## src/fes_pkg.sv

```systemverilog
package fes_pkg;

  // -------------------------------------------------------------------------
  // Widths
  // -------------------------------------------------------------------------
  localparam int ADDR_W = 17;
  localparam int DATA_W = 8;

  // -------------------------------------------------------------------------
  // Status word bit positions
  // -------------------------------------------------------------------------
  localparam int BIT_DATA_POLL   = 7;
  localparam int BIT_TOGGLE      = 6;
  localparam int BIT_ERROR       = 5;
  localparam int BIT_ERASE_TIMER = 3;
  localparam int BIT_ALT_TOGGLE  = 2;

  // -------------------------------------------------------------------------
  // Timing, 40 MHz clock
  // -------------------------------------------------------------------------
  localparam int CLK_PERIOD_PS    = 25000;
  localparam int ACCESS_NS        = 45;
  localparam int WE_PULSE_NS      = 30;
  localparam int SUSPEND_US       = 15;
  localparam int ADD_WINDOW_US    = 50;
  localparam int ACCESS_CYC       = (ACCESS_NS * 1000 + CLK_PERIOD_PS - 1) / CLK_PERIOD_PS;
  localparam int WE_PULSE_CYC     = (WE_PULSE_NS * 1000 + CLK_PERIOD_PS - 1) / CLK_PERIOD_PS;
  localparam int SUSPEND_CYC      = (SUSPEND_US * 1000000) / CLK_PERIOD_PS;
  localparam int ADD_WINDOW_CYC   = (ADD_WINDOW_US * 1000000) / CLK_PERIOD_PS;
  localparam int TMR_W            = 12;

  // -------------------------------------------------------------------------
  // Command data codes, plain defaults
  // -------------------------------------------------------------------------
  localparam logic [7:0] CODE_SUSPEND = 8'hb0;
  localparam logic [7:0] CODE_RESUME  = 8'h30;
  localparam logic [7:0] CODE_RESET   = 8'hf0;

  // -------------------------------------------------------------------------
  // Types
  // -------------------------------------------------------------------------
  typedef enum logic [2:0] {
    OP_READ,
    OP_WRITE,
    OP_POLL,
    OP_SUSPEND,
    OP_RESUME,
    OP_RESET
  } fes_op_e;

  typedef struct packed {
    fes_op_e             op;
    logic [ADDR_W-1:0]   addr;
    logic [DATA_W-1:0]   data;
  } fes_req_s;

  typedef struct packed {
    logic                ce_n;
    logic                oe_n;
    logic                we_n;
    logic [ADDR_W-1:0]   addr;
    logic [DATA_W-1:0]   dq;
    logic                dq_oe;
  } fes_pins_s;

endpackage

```

## src/fes_bus_cycle.sv

```systemverilog
`timescale 1ns/1ps

module fes_bus_cycle #(
  parameter int ACC_CYC = fes_pkg::ACCESS_CYC,
  parameter int WE_CYC  = fes_pkg::WE_PULSE_CYC
) (
  input  wire logic                        clk_i,
  input  wire logic                        arst_n_i,
  input  wire logic                        start_i,
  input  wire logic                        write_i,
  input  wire logic [fes_pkg::ADDR_W-1:0]  addr_i,
  input  wire logic [fes_pkg::DATA_W-1:0]  wdata_i,
  input  wire logic [fes_pkg::DATA_W-1:0]  dq_i,
  output fes_pkg::fes_pins_s               pins_o,
  output logic                             done_o,
  output logic [fes_pkg::DATA_W-1:0]       rdata_o
);

  // -------------------------------------------------------------------------
  // One strobed read or write: setup, strobe, release
  // -------------------------------------------------------------------------
  typedef enum logic [1:0] {
    CY_IDLE,
    CY_SETUP,
    CY_STROBE,
    CY_HOLD
  } fes_cy_e;

  fes_cy_e             st_reg;
  fes_cy_e             st_next;
  logic [3:0]          cnt_reg;
  logic                wr_reg;
  wire  logic [3:0]    strobe_len;
  wire  logic          strobe_end;

  assign strobe_len = wr_reg ? 4'(WE_CYC) : 4'(ACC_CYC);
  assign strobe_end = (st_reg == CY_STROBE) && (cnt_reg == strobe_len - 4'h1);

  always_comb
  begin
    st_next = st_reg;
    case (st_reg)
      CY_IDLE:   if (start_i) st_next = CY_SETUP;
      CY_SETUP:  st_next = CY_STROBE;
      CY_STROBE: if (strobe_end) st_next = CY_HOLD;
      default:   st_next = CY_IDLE;
    endcase
  end

  always_ff @(posedge clk_i or negedge arst_n_i)
  begin
    if (!arst_n_i)
    begin
      st_reg  <= CY_IDLE;
      cnt_reg <= 4'h0;
      wr_reg  <= 1'b0;
      pins_o  <= '{ce_n: 1'b1, oe_n: 1'b1, we_n: 1'b1, addr: '0, dq: '0, dq_oe: 1'b0};
      done_o  <= 1'b0;
      rdata_o <= '0;
    end
    else
    begin
      st_reg      <= st_next;
      cnt_reg     <= (st_reg == CY_STROBE && !strobe_end) ? cnt_reg + 4'h1 : 4'h0;
      done_o      <= (st_reg == CY_HOLD);
      pins_o.ce_n <= !(st_next == CY_SETUP || st_next == CY_STROBE);
      pins_o.oe_n <= !(st_next == CY_STROBE && !wr_reg && !(st_reg == CY_IDLE));
      pins_o.we_n <= !(st_next == CY_STROBE && wr_reg);
      if (st_reg == CY_IDLE && start_i)
      begin
        wr_reg       <= write_i;
        pins_o.addr  <= addr_i;
        pins_o.dq    <= wdata_i;
        pins_o.dq_oe <= write_i;
      end
      else if (st_reg == CY_HOLD)
        pins_o.dq_oe <= 1'b0;
      if (strobe_end && !wr_reg)
        rdata_o <= dq_i;
    end
  end

  // -------------------------------------------------------------------------
  // Checks
  // -------------------------------------------------------------------------
  we_pulse_len_a: assert property (@(posedge clk_i) disable iff (!arst_n_i) // [RULE3]
    $fell(pins_o.we_n) |-> (!pins_o.we_n) [*2] ##1 pins_o.we_n)
    else $error("write strobe width wrong");

  no_contention_a: assert property (@(posedge clk_i) disable iff (!arst_n_i)
    !pins_o.oe_n |-> (!pins_o.dq_oe && !pins_o.ce_n))
    else $error("output enable while host drives data");

endmodule // fes_bus_cycle

```

## src/fes_host_ctrl.sv

```systemverilog
// Operation
// RULE1: Erase ends in read mode, error holds status.
// RULE2: Block erase sets selected cells to one.
// RULE3: Suspend is one write, only pauses erase.
// RULE4: Erase halts within 15 us after suspend.
// RULE5: Suspend while adding blocks acts at once.
// RULE6: Suspended: other blocks normal, erasing give status.
// RULE7: Reset after auto-select returns to suspended state.
// RULE8: Only resume restarts; suspend repeatable.
// RULE9: Reads during program or erase give status.
// RULE10: Polling bit inverts programmed bit until done.
// RULE11: Polling bit zero in erase, one suspended.
// RULE12: Toggle bit flips per read while busy.
// RULE13: Error bit on failure; reset before others.
// RULE14: Programming zero back to one fails.
// RULE15: Timer bit zero while blocks still addable.
// RULE16: Alt toggle flips on erasing-block reads.
// RULE17: Alt toggle keeps flipping on failed blocks.
// RULE18: Host ignores undefined status bits.
// RULE19: Ready/busy low while busy, high suspended.
// RULE20: Running erase ignores all but suspend, reset.
// RULE21: Blocks added within 50 us of last.
`timescale 1ns/1ps

module fes_host_ctrl #(
  parameter logic [7:0] SUSPEND_CODE = fes_pkg::CODE_SUSPEND,
  parameter logic [7:0] RESUME_CODE  = fes_pkg::CODE_RESUME,
  parameter logic [7:0] RESET_CODE   = fes_pkg::CODE_RESET
) (
  input  wire logic                        clk_i,
  input  wire logic                        arst_n_i,
  input  wire logic                        req_valid_i,
  input  fes_pkg::fes_req_s                req_i,
  output logic                             req_ready_o,
  output logic                             rsp_valid_o,
  output logic [fes_pkg::DATA_W-1:0]       rsp_data_o,
  output logic                             rsp_error_o,
  output logic                             rsp_refused_o,
  output logic                             suspended_o,
  output logic                             erase_started_o,
  output logic                             add_window_o,
  output logic                             suspend_late_o,
  output fes_pkg::fes_pins_s               pins_o,
  input  wire logic [fes_pkg::DATA_W-1:0]  dq_i,
  input  wire logic                        ready_busy_out_i
);

  // -------------------------------------------------------------------------
  // Declarations
  // -------------------------------------------------------------------------
  typedef enum logic [2:0] {
    ST_IDLE,
    ST_WRITE,
    ST_READ,
    ST_POLL_A,
    ST_POLL_B,
    ST_EVAL,
    ST_ERR_CHK
  } fes_st_e;

  fes_st_e                       st_reg;
  fes_pkg::fes_req_s             cur_reg;
  logic                          bus_pend_reg;
  logic                          bus_start_reg;
  logic [fes_pkg::DATA_W-1:0]    s1_reg;
  logic [fes_pkg::DATA_W-1:0]    s2_reg;
  logic                          err_pend_reg;
  logic                          erase_run_reg;
  logic                          sus_act_reg;
  logic [fes_pkg::TMR_W-1:0]     sus_cnt_reg;
  logic [fes_pkg::TMR_W-1:0]     add_cnt_reg;
  logic                          bus_done;
  logic [fes_pkg::DATA_W-1:0]    bus_rdata;
  wire  logic                    bus_write;
  wire  logic [7:0]              wr_code;
  wire  logic                    take;
  wire  logic                    refuse;
  wire  logic                    toggling;
  wire  logic                    failed;
  wire  logic                    stopped_sus;

  // -------------------------------------------------------------------------
  // Request decode and status interpretation
  // -------------------------------------------------------------------------
  function automatic logic flips(input logic [7:0] a, input logic [7:0] b);
    flips = a[fes_pkg::BIT_TOGGLE] ^ b[fes_pkg::BIT_TOGGLE];
  endfunction

  assign take      = (st_reg == ST_IDLE) && req_valid_i;
  assign refuse    = (err_pend_reg && req_i.op != fes_pkg::OP_RESET)                // [RULE13]
                   || (erase_run_reg && !sus_act_reg && req_i.op == fes_pkg::OP_WRITE) // [RULE20]
                   || (req_i.op == fes_pkg::OP_RESUME && !suspended_o)            // [RULE8]
                   || (req_i.op == fes_pkg::OP_SUSPEND && suspended_o);           // [RULE3]
  assign bus_write = (st_reg == ST_WRITE);
  assign wr_code   = (cur_reg.op == fes_pkg::OP_SUSPEND) ? SUSPEND_CODE           // [RULE3]
                   : (cur_reg.op == fes_pkg::OP_RESUME)  ? RESUME_CODE
                   : (cur_reg.op == fes_pkg::OP_RESET)   ? RESET_CODE
                   : cur_reg.data;
  // Only toggle, error, polling and timer bits are looked at
  assign toggling    = flips(s1_reg, s2_reg);                                     // [RULE18]
  assign failed      = s2_reg[fes_pkg::BIT_ERROR];                                // [RULE13]
  assign stopped_sus = sus_act_reg && ready_busy_out_i                            // [RULE19]
                     && s2_reg[fes_pkg::BIT_DATA_POLL];                           // [RULE11]

  fes_bus_cycle u_bus (
    .clk_i    (clk_i),
    .arst_n_i (arst_n_i),
    .start_i  (bus_start_reg),
    .write_i  (bus_write),
    .addr_i   (cur_reg.addr),
    .wdata_i  (wr_code),
    .dq_i     (dq_i),
    .pins_o   (pins_o),
    .done_o   (bus_done),
    .rdata_o  (bus_rdata)
  );

  // -------------------------------------------------------------------------
  // Sequencer
  // -------------------------------------------------------------------------
  always_ff @(posedge clk_i or negedge arst_n_i)
  begin
    if (!arst_n_i)
    begin
      st_reg          <= ST_IDLE;
      cur_reg         <= '0;
      bus_pend_reg    <= 1'b0;
      bus_start_reg   <= 1'b0;
      s1_reg          <= '0;
      s2_reg          <= '0;
      err_pend_reg    <= 1'b0;
      erase_run_reg   <= 1'b0;
      sus_act_reg     <= 1'b0;
      req_ready_o     <= 1'b0;
      rsp_valid_o     <= 1'b0;
      rsp_data_o      <= '0;
      rsp_error_o     <= 1'b0;
      rsp_refused_o   <= 1'b0;
      suspended_o     <= 1'b0;
      erase_started_o <= 1'b0;
    end
    else
    begin
      rsp_valid_o   <= 1'b0;
      rsp_refused_o <= 1'b0;
      bus_start_reg <= 1'b0;
      req_ready_o   <= (st_reg == ST_IDLE) && !take;
      if (st_reg != ST_IDLE && st_reg != ST_EVAL && !bus_pend_reg)
      begin
        bus_pend_reg  <= 1'b1;
        bus_start_reg <= 1'b1;
      end
      if (bus_done)
        bus_pend_reg <= 1'b0;
      case (st_reg)
        ST_IDLE:
          if (take)
          begin
            cur_reg <= req_i;
            if (refuse)
            begin
              rsp_valid_o   <= 1'b1;
              rsp_refused_o <= 1'b1;
            end
            else if (req_i.op == fes_pkg::OP_READ)
              st_reg <= ST_READ;
            else if (req_i.op == fes_pkg::OP_POLL)
              st_reg <= ST_POLL_A;
            else
              st_reg <= ST_WRITE;
          end
        ST_WRITE:
          if (bus_done)
          begin
            rsp_error_o <= 1'b0;
            if (cur_reg.op == fes_pkg::OP_SUSPEND)
            begin
              sus_act_reg <= 1'b1;
              st_reg      <= ST_POLL_A;
            end
            else
            begin
              st_reg      <= ST_IDLE;
              rsp_valid_o <= 1'b1;
              rsp_data_o  <= wr_code;
              if (cur_reg.op == fes_pkg::OP_RESUME)
              begin
                suspended_o   <= 1'b0;                                            // [RULE8]
                sus_act_reg   <= 1'b0;
                erase_run_reg <= 1'b1;
              end
              // Reset keeps a suspended erase suspended
              if (cur_reg.op == fes_pkg::OP_RESET)
              begin
                err_pend_reg  <= 1'b0;                                            // [RULE7]
                erase_run_reg <= suspended_o;
              end
            end
          end
        ST_READ:
          if (bus_done)
          begin
            st_reg      <= ST_IDLE;
            rsp_valid_o <= 1'b1;
            rsp_data_o  <= bus_rdata;
            rsp_error_o <= 1'b0;
          end
        ST_POLL_A:
          if (bus_done)
          begin
            s2_reg <= bus_rdata;
            st_reg <= ST_POLL_B;
          end
        ST_POLL_B:
          if (bus_done)
          begin
            s1_reg <= s2_reg;
            s2_reg <= bus_rdata;
            st_reg <= ST_EVAL;
          end
        ST_EVAL:
          if (toggling && failed)
            st_reg <= ST_ERR_CHK;
          else if (toggling)
          begin
            erase_run_reg   <= 1'b1;
            erase_started_o <= s2_reg[fes_pkg::BIT_ERASE_TIMER];                  // [RULE15]
            st_reg          <= ST_POLL_B;                                         // [RULE12]
          end
          else
          begin
            suspended_o   <= stopped_sus;
            erase_run_reg <= stopped_sus;
            sus_act_reg   <= stopped_sus;
            rsp_valid_o   <= 1'b1;
            rsp_data_o    <= s2_reg;
            rsp_error_o   <= 1'b0;
            st_reg        <= ST_IDLE;
          end
        ST_ERR_CHK:
          if (bus_done)
          begin
            rsp_valid_o <= 1'b1;
            rsp_data_o  <= bus_rdata;
            st_reg      <= ST_IDLE;
            if (flips(s2_reg, bus_rdata))
            begin
              err_pend_reg  <= 1'b1;                                              // [RULE13]
              rsp_error_o   <= 1'b1;
              erase_run_reg <= 1'b0;
            end
            else
              rsp_error_o <= 1'b0;
          end
        default:
          st_reg <= ST_IDLE;
      endcase
    end
  end

  // -------------------------------------------------------------------------
  // Suspend deadline and block-add window
  // -------------------------------------------------------------------------
  always_ff @(posedge clk_i or negedge arst_n_i)
  begin
    if (!arst_n_i)
    begin
      sus_cnt_reg    <= '0;
      suspend_late_o <= 1'b0;
    end
    else if (!sus_act_reg || suspended_o)
      sus_cnt_reg <= '0;
    else if (sus_cnt_reg != fes_pkg::TMR_W'(fes_pkg::SUSPEND_CYC))
      sus_cnt_reg <= sus_cnt_reg + 1'b1;
    else
      suspend_late_o <= 1'b1;                                                     // [RULE4]
  end

  always_ff @(posedge clk_i or negedge arst_n_i)
  begin
    if (!arst_n_i)
    begin
      add_cnt_reg  <= '0;
      add_window_o <= 1'b0;
    end
    else if (st_reg == ST_WRITE && bus_done && cur_reg.op == fes_pkg::OP_WRITE)
    begin
      add_cnt_reg  <= fes_pkg::TMR_W'(fes_pkg::ADD_WINDOW_CYC);                   // [RULE21]
      add_window_o <= 1'b1;
    end
    else if (add_cnt_reg != '0)
    begin
      add_cnt_reg  <= add_cnt_reg - 1'b1;
      add_window_o <= (add_cnt_reg != fes_pkg::TMR_W'(1));
    end
    else
      add_window_o <= 1'b0;
  end

  // -------------------------------------------------------------------------
  // Checks
  // -------------------------------------------------------------------------
  err_gate_a: assert property (@(posedge clk_i) disable iff (!arst_n_i) // [RULE13]
    (take && err_pend_reg && req_i.op != fes_pkg::OP_RESET) |=> (rsp_valid_o && rsp_refused_o))
    else $error("command taken while error pending");

  erase_gate_a: assert property (@(posedge clk_i) disable iff (!arst_n_i) // [RULE20]
    (take && erase_run_reg && !sus_act_reg && req_i.op == fes_pkg::OP_WRITE)
      |=> rsp_refused_o ##1 (st_reg == ST_IDLE))
    else $error("write issued into running erase");

  resume_clear_a: assert property (@(posedge clk_i) disable iff (!arst_n_i) // [RULE8]
    (st_reg == ST_WRITE && bus_done && cur_reg.op == fes_pkg::OP_RESUME)
      |=> (!suspended_o && rsp_valid_o && rsp_data_o == RESUME_CODE))
    else $error("resume did not clear suspended");

  add_window_a: assert property (@(posedge clk_i) disable iff (!arst_n_i) // [RULE21]
    (st_reg == ST_WRITE && bus_done && cur_reg.op == fes_pkg::OP_WRITE)
      |=> add_window_o [*8])
    else $error("block-add window not opened");

  sus_late_a: assert property (@(posedge clk_i) disable iff (!arst_n_i) // [RULE4]
    (sus_act_reg && !suspended_o && sus_cnt_reg == fes_pkg::TMR_W'(fes_pkg::SUSPEND_CYC))
      |=> suspend_late_o)
    else $error("late suspend not flagged");

  suspend_one_a: assert property (@(posedge clk_i) disable iff (!arst_n_i) // [RULE3]
    (st_reg == ST_WRITE && bus_done && cur_reg.op == fes_pkg::OP_SUSPEND)
      |=> (st_reg == ST_POLL_A) ##1 (st_reg == ST_POLL_A && pins_o.we_n))
    else $error("suspend not a single write");

  cv_suspend_c: cover property (@(posedge clk_i) disable iff (!arst_n_i) $rose(suspended_o));
  cv_error_c:   cover property (@(posedge clk_i) disable iff (!arst_n_i) rsp_valid_o && rsp_error_o);
  cv_refuse_c:  cover property (@(posedge clk_i) disable iff (!arst_n_i) rsp_refused_o);
  cv_window_c:  cover property (@(posedge clk_i) disable iff (!arst_n_i) $fell(add_window_o));

endmodule // fes_host_ctrl

```

## config.mk

```make
export PLATFORM = sky130hd
export DESIGN_NAME = fes_host_ctrl
export DESIGN_NICKNAME = d
export VERILOG_FILES = /design/src/fes_pkg.sv /design/src/fes_bus_cycle.sv /design/src/fes_host_ctrl.sv
export SDC_FILE = /design/constraint.sdc
export NUM_CORES = 1
export LEC_CHECK = 0
export BUFFER_PORTS_ARGS = -buffer_cell sky130_fd_sc_hd__buf_2
export CAP_MARGIN = 10
export CELL_PAD_IN_SITES_DETAIL_PLACEMENT = 1
export CELL_PAD_IN_SITES_GLOBAL_PLACEMENT = 2
export CORE_UTILIZATION = 41
export DETAILED_ROUTE_END_ITERATION = 12
export HOLD_SLACK_MARGIN = 0.06
export PLACE_DENSITY = 0.84
export SYNTH_ARGS = -nofsm -noshare
export SYNTH_HDL_FRONTEND = slang
export SYNTH_SLANG_ARGS = --single-unit
```

## constraint.sdc

```tcl
create_clock -name clk_i -period 5.6 [get_ports clk_i]
set_clock_uncertainty 0.15 [all_clocks]
set_input_delay 0.56 -clock clk_i [delete_from_list [all_inputs] [get_ports clk_i]]
set_output_delay 0.56 -clock clk_i [all_outputs]
set_load 0.01 [all_outputs]
```

==> results of run 1 <==
where the power goes:
group          switching [W]  total, W  internal (W)
registers           0.000326   0.00166       0.00133
logic               0.000699   0.00132      0.000618
clock network       0.000457   0.00113      0.000669
metrics by stage:
step	area [um2]	hold slack, ps	utilization (%)	worst slack, ps
3_5_place_dp	6376	269.9	46.11	3240
4_1_cts	6972	196.3	50.42	3247
5_1_grt	6972	210.3	50.42	3085
3_3_place_gp	6376	272.2	46.11	3338
6_report	6972	167.5	50.42	3254
2_1_floorplan	5791	114.4	-	3675
per-layer routing:
| metal | global-route usage (%) | up-vias |
|---|---|---|
| met1 | 26.41 | 2067 |
| met5 | 0 | - |
| met3 | 4.528 | 25 |
| li1 | - | 1929 |
| met4 | 9.182 | 0 |
| met2 | 34.64 | 67 |
cell type report:
type	count	area, um2
multi-input combinational	333	2389
sequential	130	3257
timing repair buffer	88	452.9
clock buffer	17	425.4
fill	1447	6855
tap	180	225.2
clock inverter	15	170.2
inverter	14	52.55
worst register-to-register path: stages (launching register included):
cell,delay (ps)
dfrtp_1,650
nor2b_1,720
nor3_1,250
a222oi_1,310
a21oi_1,130
cell usage after synthesis, types with 2 or more instances:
master	instances	area, um2
mux2i_1	2	20.02
o21ai_0	24	120.1
mux2_2	66	743.2
a222oi_1	4	40.04
and2_1	3	18.77
nor3_1	9	45.04
a31oi_1	6	37.54
buf_2	8	40.04
xor2_1	11	96.34
nand3b_1	10	75.07
nand4_1	2	12.51
ha_1	11	137.6
clkbuf_1	6	22.52
or3_1	5	31.28
nor2_1	46	172.7
dfstp_2	3	78.83
buf_4	2	15.01
nand2b_1	5	31.28
a211oi_1	3	22.52
a22oi_1	4	30.03
nor4_1	4	25.02
inv_1	13	48.80
or2_2	2	12.51
nand4b_1	2	17.52
a21o_1	2	15.01
xnor2_1	8	70.07
a21oi_1	17	85.08
dfrtp_1	127	3178
nand2_1	38	142.6
nor2b_1	2	12.51
nand3_1	18	90.09
path summary, 6_finish.rpt:
| check | slack, ps | start | end | cells past startpoint |
|---|---|---|---|---|
| worst max-delay path | 3250 | st_reg[1] | rsp_data_o[0] | 4 |
| worst min-delay path | 170 | arst_n_i | add_cnt_reg[0] | 1 |
| worst max register to register | 3250 | st_reg[1] | rsp_data_o[0] | 4 |
| worst min register to register | 280 | bus_pend_reg | bus_start_reg | 1 |
| max in group asynchronous | 3850 | arst_n_i | u_bus.pins_o[10] | 2 |
| min in group clk_i | 210 | req_i[8] | cur_reg[8] | 2 |
cell families (layout without fill, tap and decap cells):
logic type / after synthesis / in the layout / share of synthesized area [%]
AO/OA/AOI/OAI: 76 / 76 / 8.665
AND/OR/NAND/NOR: 159 / 159 / 14.15
buffers and inverters: 32 / 134 / 2.506
flip-flops: 130 / 130 / 56.24
multiplexers: 68 / 68 / 13.18
adder cells (fa/ha/maj): 11 / 11 / 2.377
XOR/XNOR: 19 / 19 / 2.874
==> results.txt, run 1 <==
----------------------------------------------------
[Timing]
  F_max ... between 400 and 500 MHz
  Hold Fails Final Rpt ... 0
  Setup violations, final ... 0
  Slew at the pin closest to its max-slew limit ... around 1000 ps
  Unrepaired setup endpoints after global routing ... false
  Slew Viols, Final ... 0
  Final-layout setup total negative slack ... 0 ps
  Crit path time final ... 2346 ps
  Worst relative slew slack ... between 30% and 40%
  Period utilisation layout ... about two fifths

[Logic synthesis]
  Mean instance size in the synthesized netlist ... 11.70 um2
  Net count after synthesis ... ~550
  Synth async-reset ratio ... 100.0%
  Distinct cell type count of the synthesized netlist ... 63
  Yosys warning total ... 0
  Syn Std Cell Area ... between 5000 and 6000 um2
  Post-synth EDFFs ... 0
  Most used DFF post-synth ... dfrtp_1
  Sequential area share after synthesis ... a little under three fifths
  Syn Inst Count ... between 400 and 500
  Synthesis-stage register bit count ... between 100 and 150

[Die]
  Overall die height ... ~120 um
  Initial Util ... 41.88%
  Area of the core region ... 13830 um2
  # rows ... 43
  X dimension of the die ... roughly 120 um
  Area of the die ... about 15000 um2
  Number of top-level design ports ... between 80 and 90

[Clocking]
  Latest clock arrival within the worst-skew pair ... roughly 430 ps
  Post-CTS Setup Bufs ... 0
  CTS Root Cell ... clkbuf_16
  Maximum level of the CTS H-tree ... 4
  Post-cts hold buffer count ... 0
  Total of cells resized after clock tree synthesis ... 0
  Clock buffers created by TritonCTS ... 17
  Clock sink total ... between 100 and 150
  Bufs on Longest Clock Path ... 2
  CTS tree ... yes
  Clock-pin slew on the worst setup and hold paths ... approximately 60 ps

[Power]
  Ratio of total power to cell area ... slightly below 600 nW/um2
  Lkg Pwr ... ~3.2 nW
  Worst vdd ir ... between 0.0002 and 0.0003 V
  Overall Power ... between 0.004 and 0.005 W

[Finish]
  Total inserted antenna cells ... 0
  Layout cells sized above 1 ... 33.84%
  Layout Area Growth over Synthesis ... 20.40%
  Post-layout net count ... 635
  Final Non-Filler Cells ... 777
  Commonest cells after routing, fill and taps aside ... dfrtp_1 (127), buf_2 (83), mux2_2 (66)
  Largest register FFs ... 29
  Most common cell after layout, fill and taps aside ... dfrtp_1

[Worst setup path]
  Element type at the critical path end ... flip-flop
  List of cells traversed by the critical path ... nor2b_1 > nor3_1 > a222oi_1 > a21oi_1
  CP top delay family ... simple AND/OR/NAND/NOR gates
  Slowest CP cell ... nor2b_1
  Critical Path Fanout Max ... 17
  Worst path max stage delay ... a little over 700 ps
  Critical Path AT ... 2480 ps
  Worst Path Class, Setup ... reg2reg
  Number of buffer and inverter stages on the critical path ... 0
  Launching element type of the critical path ... flip-flop
  Required time of the critical path ... around 5700 ps

[GRT]
  Initial antenna violation count ... 0
  Final global-route overflow total ... 0
  Vias in the first global route ... around 4500
  All-Layer GR Usage ... 20.98%
  Largest net degree at the start of global routing ... 80
  Wire length of the first global-routing pass ... ~23000 um

[Detailed routing]
  Count of antenna-violating nets left after detailed routing ... 0
  Met2 WL ... approximately 7000 um
  Average detailed-routed wire length per instance ... 18.19 um
  Met1 routed wirelength after detailed routing ... roughly 6400 um
  Total routed wirelength ... between 10000 and 15000 um
  Vias after detailed routing ... slightly above 4000
  Uppermost metal layer occupied by signal nets ... met4
  Drt pass-1 iters ... 4
  Met3 routed WL ... 441 um
  DRC errors left ... 0
  DR vias/cell ... about 5.3
  First-iteration detailed-routing DRC count ... 154

[Run status]
  Run status ... completed

[Placement]
  Count of input and output buffers ... 84
  Placed Instances ... roughly 750
  Routability cong. ... between 0.7 and 0.8
  Dpl hpwl ... 9869 um

[Min path]
  Hold Crit Class ... in2async

[Flow run]
  Number of max-capacitance violations reported ... 0

----------------------------------------------------
Power figures use the tool's default switching activity.
==> run 2: changes to the inputs <==
ABC_AREA = 1   (was default)
CORE_UTILIZATION = 31   (was 41)
PLACE_DENSITY = 0.74   (was 0.84)
clock period = 2.05 ns   (was 5.6 ns; I/O delays follow)
==> results.txt, run 2 <==
----------------------------------------------------
[Run status]
  Run status ... completed

[GRT]
  Met3 track demand over resource in global routing ... 3.476% (-1.1 points)
  Initial antenna violation count ... 0 (unchanged)
  Most used routing layer ... met2
  Final global-route overflow total ... 0 (unchanged)
  Vias in the first global route ... 5573 (+23%)
  All-Layer GR Usage ... 18.33% (-2.6 points)
  Wire length of the first global-routing pass ... 28470 um (+22%)
  Global-route met1 utilization ... 23.48% (-2.9 points)
  Met2 global-route usage ... 30.90% (-3.7 points)
  Largest net degree at the start of global routing ... 51 (-36%)

[Worst setup path]
  Cell repeated most along the worst path ... nand2_1
  Element type at the critical path end ... flip-flop
  Slowest CP cell ... dfrtp_1
  Critical Path AT ... 2000 ps (-480 ps)
  Worst path max stage delay ... 380 ps (-340 ps)
  Required time of the critical path ... 2200 ps (-3540 ps)
  Number of buffer and inverter stages on the critical path ... 3 (+3)
  List of cells traversed by the critical path ... inv_1 > ha_1 > nand2_1 > clkinv_1 > buf_4 > nand2_1 > nand2_1
  CP top delay family ... buffers and inverters
  Critical Path Fanout Max ... 17 (unchanged)
  Worst Path Class, Setup ... reg2reg
  Launching element type of the critical path ... flip-flop

[Logic synthesis]
  Syn Inst Count ... 700 (+41%)
  Sequential area share after synthesis ... 54.03% (-2.2 points)
  Post-synth EDFFs ... 0 (unchanged)
  Distinct cell type count of the synthesized netlist ... 37 (-41%)
  Synth async-reset ratio ... 100.0% (unchanged)
  Most used DFF post-synth ... dfrtp_1
  Syn Std Cell Area ... 6028 um2 (+4.1%)
  Synth top cells by count ... nand2_1 (230), dfrtp_1 (127), inv_1 (72), nor2_1 (69), o21ai_0 (45)
  Most frequent cell after synthesis ... nand2_1
  Yosys warning total ... 0 (unchanged)
  Post-synth top area cell ... dfrtp_1
  Mean instance size in the synthesized netlist ... 8.612 um2 (-26%)
  Fraction of post-synthesis cell area in the top cell type by area ... 52.72% (-2.2 points)
  Net count after synthesis ... 751 (+38%)
  Synthesis-stage register bit count ... 130 (unchanged)
  Cell types with the largest area share after synthesis ... dfrtp_1 (53%), nand2_1 (14%), inv_1 (4.5%)

[Die]
  X dimension of the die ... 141.5 um (+17%)
  Overall die height ... 141.5 um (+17%)
  Initial Util ... 31.91% (-10 points)
  Number of top-level design ports ... 85 (unchanged)
  Area of the die ... 20010 um2 (+37%)
  Area of the core region ... 18890 um2 (+37%)
  # rows ... 50 (+16%)

[Detailed routing]
  Vias after detailed routing ... 5090 (+25%)
  Drt pass-1 iters ... 4 (unchanged)
  DR vias/cell ... 4.577 (-13%)
  Count of antenna-violating nets left after detailed routing ... 0 (unchanged)
  Total routed wirelength ... 17070 um (+21%)
  First-iteration detailed-routing DRC count ... 180 (+17%)
  Average detailed-routed wire length per instance ... 15.35 um (-16%)
  DRC errors left ... 0 (unchanged)

[Finish]
  Most common cell after layout, fill and taps aside ... nand2_1
  Largest register FFs ... 29 (unchanged)
  Layout filler cell count ... 2312 (+60%)
  Layout Area Growth over Synthesis ... 29.39%
  Post-layout net count ... 890 (+40%)
  Total inserted antenna cells ... 0 (unchanged)
  Commonest cells after routing, fill and taps aside ... nand2_1 (229), dfrtp_1 (127), buf_2 (83)
  Layout cells sized above 1 ... 19.13% (-15 points)

[Power]
  Net switching power figure ... 0.004414 W (+200%)
  Clock share of power ... 27.0% (-0.5 points)
  Lkg Pwr ... 3.995 nW (+25%)
  Portion of total power attributed to sequential cells ... 37.6% (-2.9 points)
  Part of the power in combinational logic ... 35.4% (+3.3 points)
  Internal power summed over all cells ... 0.007187 W (+170%)
  Overall Power ... 0.01160 W (+180%)
  Worst vdd ir ... 0.0006797 V (+140%)
  Ratio of total power to cell area ... 1487 nW/um2 (+150%)
  Switching part of the total ... 38.05% (+1.9 points)

[Flow run]
  Number of max-capacitance violations reported ... 0 (unchanged)

[Clocking]
  Latest clock arrival within the worst-skew pair ... 420 ps (about the same)
  Bufs on Longest Clock Path ... 2 (unchanged)
  Maximum level of the CTS H-tree ... 4 (unchanged)
  Clock buffers created by TritonCTS ... 17 (unchanged)
  CTS Root Cell ... clkbuf_16
  Clock sink total ... 130 (unchanged)
  Clock-pin slew on the worst setup and hold paths ... 60 ps (about the same)
  CTS tree ... yes

[Placement]
  Count of input and output buffers ... 84 (unchanged)
  Post-placement setup slack ... 121.8 ps (-3119 ps)
  Dpl hpwl ... 12290 um (+25%)
  Routability cong. ... 0.7773 (-0.98%)

[Timing]
  F_max ... 539.9 MHz (+27%)
  Hold Fails Final Rpt ... 0 (unchanged)
  Period utilisation layout ... 90.35% (+48 points)
  Unrepaired setup endpoints after global routing ... false
  Worst slack on hold paths ... 98.32 ps (-69.21 ps)
  Setup WS post-layout ... 197.7 ps (-3056 ps)
  Final-layout setup total negative slack ... 0 ps (unchanged)
  Slew at the pin closest to its max-slew limit ... 531.4 ps (-500.1 ps)
  Setup violations, final ... 0 (unchanged)
  Crit path time final ... 1852 ps (-493.9 ps)
  Slew Viols, Final ... 0 (unchanged)
  Worst relative slew slack ... 64.57% (+33 points)

[Min path]
  Hold Crit Class ... in2reg

----------------------------------------------------
run 2: worst paths after layout:
check | start | to | slack [ps] | cells past startpoint
setup / recovery | u_bus.st_reg[0] | u_bus.pins_o[15] | 200 | 7
hold / removal | ready_busy_out_i | suspended_o | 100 | 4
setup reg to reg | u_bus.st_reg[0] | u_bus.pins_o[15] | 200 | 7
hold reg to reg | u_bus.wr_reg | u_bus.pins_o[26] | 290 | 1
max in group asynchronous | arst_n_i | u_bus.pins_o[26] | 910 | 3
min in group asynchronous | arst_n_i | suspend_late_o | 130 | 2
run 2: cell type report:
type	count	area [um2]	share of cell area (%)
clock inverters	14	178.9	2.294
inverters	77	291.5	3.738
clock buffers	18	429.2	5.502
flip-flops and latches	130	3257	41.75
well taps	260	325.3	4.171
repair buffers	132	907.1	11.63
multi-input cells	481	2411	30.91
run 2: power by group through the flow:
stage                     sequential, W  combinational (W)  clock (W)
after detailed placement        0.00439            0.00407          0
final                           0.00436            0.00411    0.00314
after floorplan                 0.00437            0.00260          0
after global routing            0.00449            0.00468    0.00332
after CTS                       0.00437            0.00418    0.00321
after global placement          0.00434            0.00394          0
run 2: metal layers:
metal,part of all wire (%),up-vias,wire length (um)
met1,46,2494,7892
met3,2.4,28,406
met2,50,71,8475
met4,1.7,0,298
met5,0,-,0
li1,-,2497,-
run 2: timing repair:
item / 4_1_cts / 5_1_grt
endpoints found under the setup margin: 0 / 7
gates resized for setup: 0 / 1
endpoints found under the hold margin: 165 / 0
setup buffers: 0 / 0
hold buffers: 38 / 0
run 2: stage by stage:
stage               util [%]  area (um2)  std cells
global placement       36.04        6809       1042
floorplan                  -        6028        700
global route           41.28        7800       1112
detailed placement     36.04        6809       1042
CTS                    41.27        7797       1112
finish                 41.28        7800       1112
run 2: cell families (layout without fill, tap and decap cells):
logic type                 Yosys count  after routing  synth area share (%)
xor gates and xnor gates             7              7                 1.017
DFF                                130            130                 54.03
and+or+nand+nor                    360            360                 24.14
AOI/OAI and AO/OA                   80             80                 7.099
buffers and inverters               89            241                 6.019
adders and majority gates           11             11                 2.283
muxes                               23             23                 5.417
run 2: worst min-delay path: stages:
cell     delay (ps)
buf_2           110
nand3_1          80
or2_1           140
o21ai_1          90
==> run 3: changes to the inputs <==
ABC_AREA = default   (was 1)
CORE_UTILIZATION = 34   (was 31)
==> results.txt, run 3 (synthesis gave the netlist of run 1 again) <==
----------------------------------------------------
[Worst setup path]
  Number of buffer and inverter stages on the critical path ... 1 (-2)
  Critical Path Fanout Max ... 4 (-13)
  Launching element type of the critical path ... flip-flop
  Slowest CP cell ... or4b_4
  List of cells traversed by the critical path ... inv_1 > ha_1 > or4b_4 > nor4_4 > nand4b_4 > xnor2_2 > nor2_1
  Element type at the critical path end ... flip-flop
  Worst path max stage delay ... 470 ps (+90 ps)
  CP top delay family ... simple AND/OR/NAND/NOR gates
  Critical Path AT ... 2100 ps (+100 ps)
  Required time of the critical path ... 2170 ps (-30 ps)
  Worst Path Class, Setup ... reg2reg

[Detailed routing]
  Average detailed-routed wire length per instance ... 16.86 um (+9.8%)
  First-iteration detailed-routing DRC count ... 169 (-6.1%)
  Total routed wirelength ... 15010 um (-12%)
  Count of antenna-violating nets left after detailed routing ... 0 (unchanged)
  DR vias/cell ... 4.946 (+8.1%)
  DRC errors left ... 0 (unchanged)
  Vias after detailed routing ... 4402 (-14%)
  Drt pass-1 iters ... 4 (unchanged)

[Finish]
  Commonest cells after routing, fill and taps aside ... dfrtp_1 (126), buf_2 (83), mux2_2 (66)
  Final core utilization ... 47.20% (+5.9 points)
  Most common cell after layout, fill and taps aside ... dfrtp_1
  Total inserted antenna cells ... 0 (unchanged)
  Post-layout net count ... 708 (-20%)
  Layout cells sized above 1 ... 35.67% (+17 points)
  Largest register FFs ... 29 (unchanged)
  Layout Area Growth over Synthesis ... 35.18%

[Placement]
  Dpl hpwl ... 10640 um (-13%)
  Routability cong. ... 0.8403 (+8.1%)
  Count of input and output buffers ... 84 (unchanged)

[GRT]
  Largest net degree at the start of global routing ... 44 (-14%)
  All-Layer GR Usage ... 18.70% (+0.37 points)
  Wire length of the first global-routing pass ... 25570 um (-10%)
  Vias in the first global route ... 4938 (-11%)
  Final global-route overflow total ... 0 (unchanged)
  Initial antenna violation count ... 0 (unchanged)

[Die]
  Overall die height ... 132.5 um (-6.3%)
  # rows ... 47 (-6.0%)
  Number of top-level design ports ... 85 (unchanged)
  Initial Util ... 34.92% (+3.0 points)
  Area of the die ... 17560 um2 (-12%)
  Area of the core region ... 16580 um2 (-12%)
  X dimension of the die ... 132.5 um (-6.3%)

[Clocking]
  CTS tree ... yes
  Clock-pin slew on the worst setup and hold paths ... 60 ps (about the same)
  Maximum level of the CTS H-tree ... 4 (unchanged)
  Latest clock arrival within the worst-skew pair ... 410 ps (about the same)
  CTS Root Cell ... clkbuf_16
  Clock sink total ... 130 (unchanged)
  Bufs on Longest Clock Path ... 2 (unchanged)
  Clock buffers created by TritonCTS ... 17 (unchanged)

[Power]
  Part of the power in combinational logic ... 34.6% (-0.8 points)
  Clock share of power ... 27.9% (+0.9 points)
  Overall Power ... 0.01189 W (+2.5%)
  Lkg Pwr ... 3.598 nW (-9.9%)
  Net switching power figure ... 0.003967 W (-10%)
  Worst vdd ir ... 0.0007380 V (+8.6%)
  Switching part of the total ... 33.38% (-4.7 points)
  Internal power summed over all cells ... 0.007919 W (+10%)
  Portion of total power attributed to sequential cells ... 37.5% (about the same)
  Ratio of total power to cell area ... 1518 nW/um2 (+2.1%)

[Timing]
  Setup violations, final ... 0 (unchanged)
  Crit path time final ... 1978 ps (+125.7 ps)
  Worst relative slew slack ... 62.68% (-1.9 points)
  Slew Viols, Final ... 0 (unchanged)
  Slew at the pin closest to its max-slew limit ... 554.7 ps (+23.34 ps)
  Period utilisation layout ... 96.48% (+6.1 points)
  F_max ... 505.6 MHz (-6.4%)
  Hold Fails Final Rpt ... 0 (unchanged)
  Unrepaired setup endpoints after global routing ... true
  Worst slack on hold paths ... 82.26 ps (-16.06 ps)

[Run status]
  Run status ... completed

[Min path]
  Hold Crit Class ... in2reg

[Flow run]
  Number of max-capacitance violations reported ... 0 (unchanged)

----------------------------------------------------
==> run 3: cell count changes in the layout (fill, tap and decap cells not counted), moves of 8 or more <==
cell,previous run,this run
mux2_4,18,0
buf_4,8,34
nand3b_1,0,10
nand3_1,42,18
mux2_2,5,66
nand2_1,229,38
nor2_1,69,45
inv_1,72,12
xor2_1,3,11
o21ai_0,45,24
==> run 3: area by class of cell <==
class	instances	area, um2
inverters	14	52.55
clock buffers	25	505.5
multi-input cells	333	2420
flip-flops and latches	130	3258
clock inverters	7	145.1
repair buffers	161	1171
fillers	1832	8756
well taps	220	275.3
==> run 3: final timing paths <==
path                                       start          endpoint  slack (ps)  cells past startpoint
worst min register to register      bus_pend_reg     bus_start_reg         290                      1
min in group asynchronous               arst_n_i    add_cnt_reg[1]         140                      2
max in group asynchronous               arst_n_i  u_bus.rdata_o[2]         990                      3
worst max register to register    sus_cnt_reg[1]    sus_cnt_reg[0]          70                      7
worst min-delay path            ready_busy_out_i       sus_act_reg          80                      4
worst max-delay path              sus_cnt_reg[1]    sus_cnt_reg[0]          70                      7
==> run 3: timing repair <==
action	4_1_cts	5_1_grt
buffers inserted	0	2
pin swaps	2	3
hold buffers	38	0
endpoints found under the hold margin	164	0
setup endpoints to repair	3	11
resized for setup	0	7
==> run 3: per-stage QoR <==
| stage | std cells | instance area [um2] | setup WS [ps] | setup TNS (ps) |
|---|---|---|---|---|
| floorplan | 495 | 5791 | 124.7 | 0 |
| global placement | 818 | 6736 | 86.23 | 0 |
| detailed placement | 818 | 6736 | -32.17 | -84.47 |
| CTS | 888 | 7767 | 6.273 | 0 |
| global route | 890 | 7828 | -54.48 | -77.38 |
| finish | 890 | 7828 | 72.08 | 0 |
==> run 3: layer usage <==
metal,wire (um),part of all wire [%],GRT usage [%],up-vias
met5,0,0,0,-
met4,297,2.0,7.599,0
met3,420,2.8,3.678,23
met2,7442,50,31.20,74
met1,6848,46,23.76,2230
li1,-,-,-,2075
==> run 3: worst register-to-register path, delay by kind of cell, from the launching register on <==
family                   cells  cell delay, ps
adder cells (fa/ha/maj)      1             120
XOR/XNOR                     1             180
buffers and inverters        1              70
AND/OR/NAND/NOR              4             910
flip-flops                   1             400
==> run 3: power by group through the flow <==
stage	Sequential, W	Combinational (W)	Clock [W]
after floorplan	0.00439	0.00247	0
final	0.00446	0.00411	0.00332
after global placement	0.00441	0.00391	0
after CTS	0.00446	0.00413	0.00338
after detailed placement	0.00449	0.00404	0
after global routing	0.00461	0.00459	0.00349
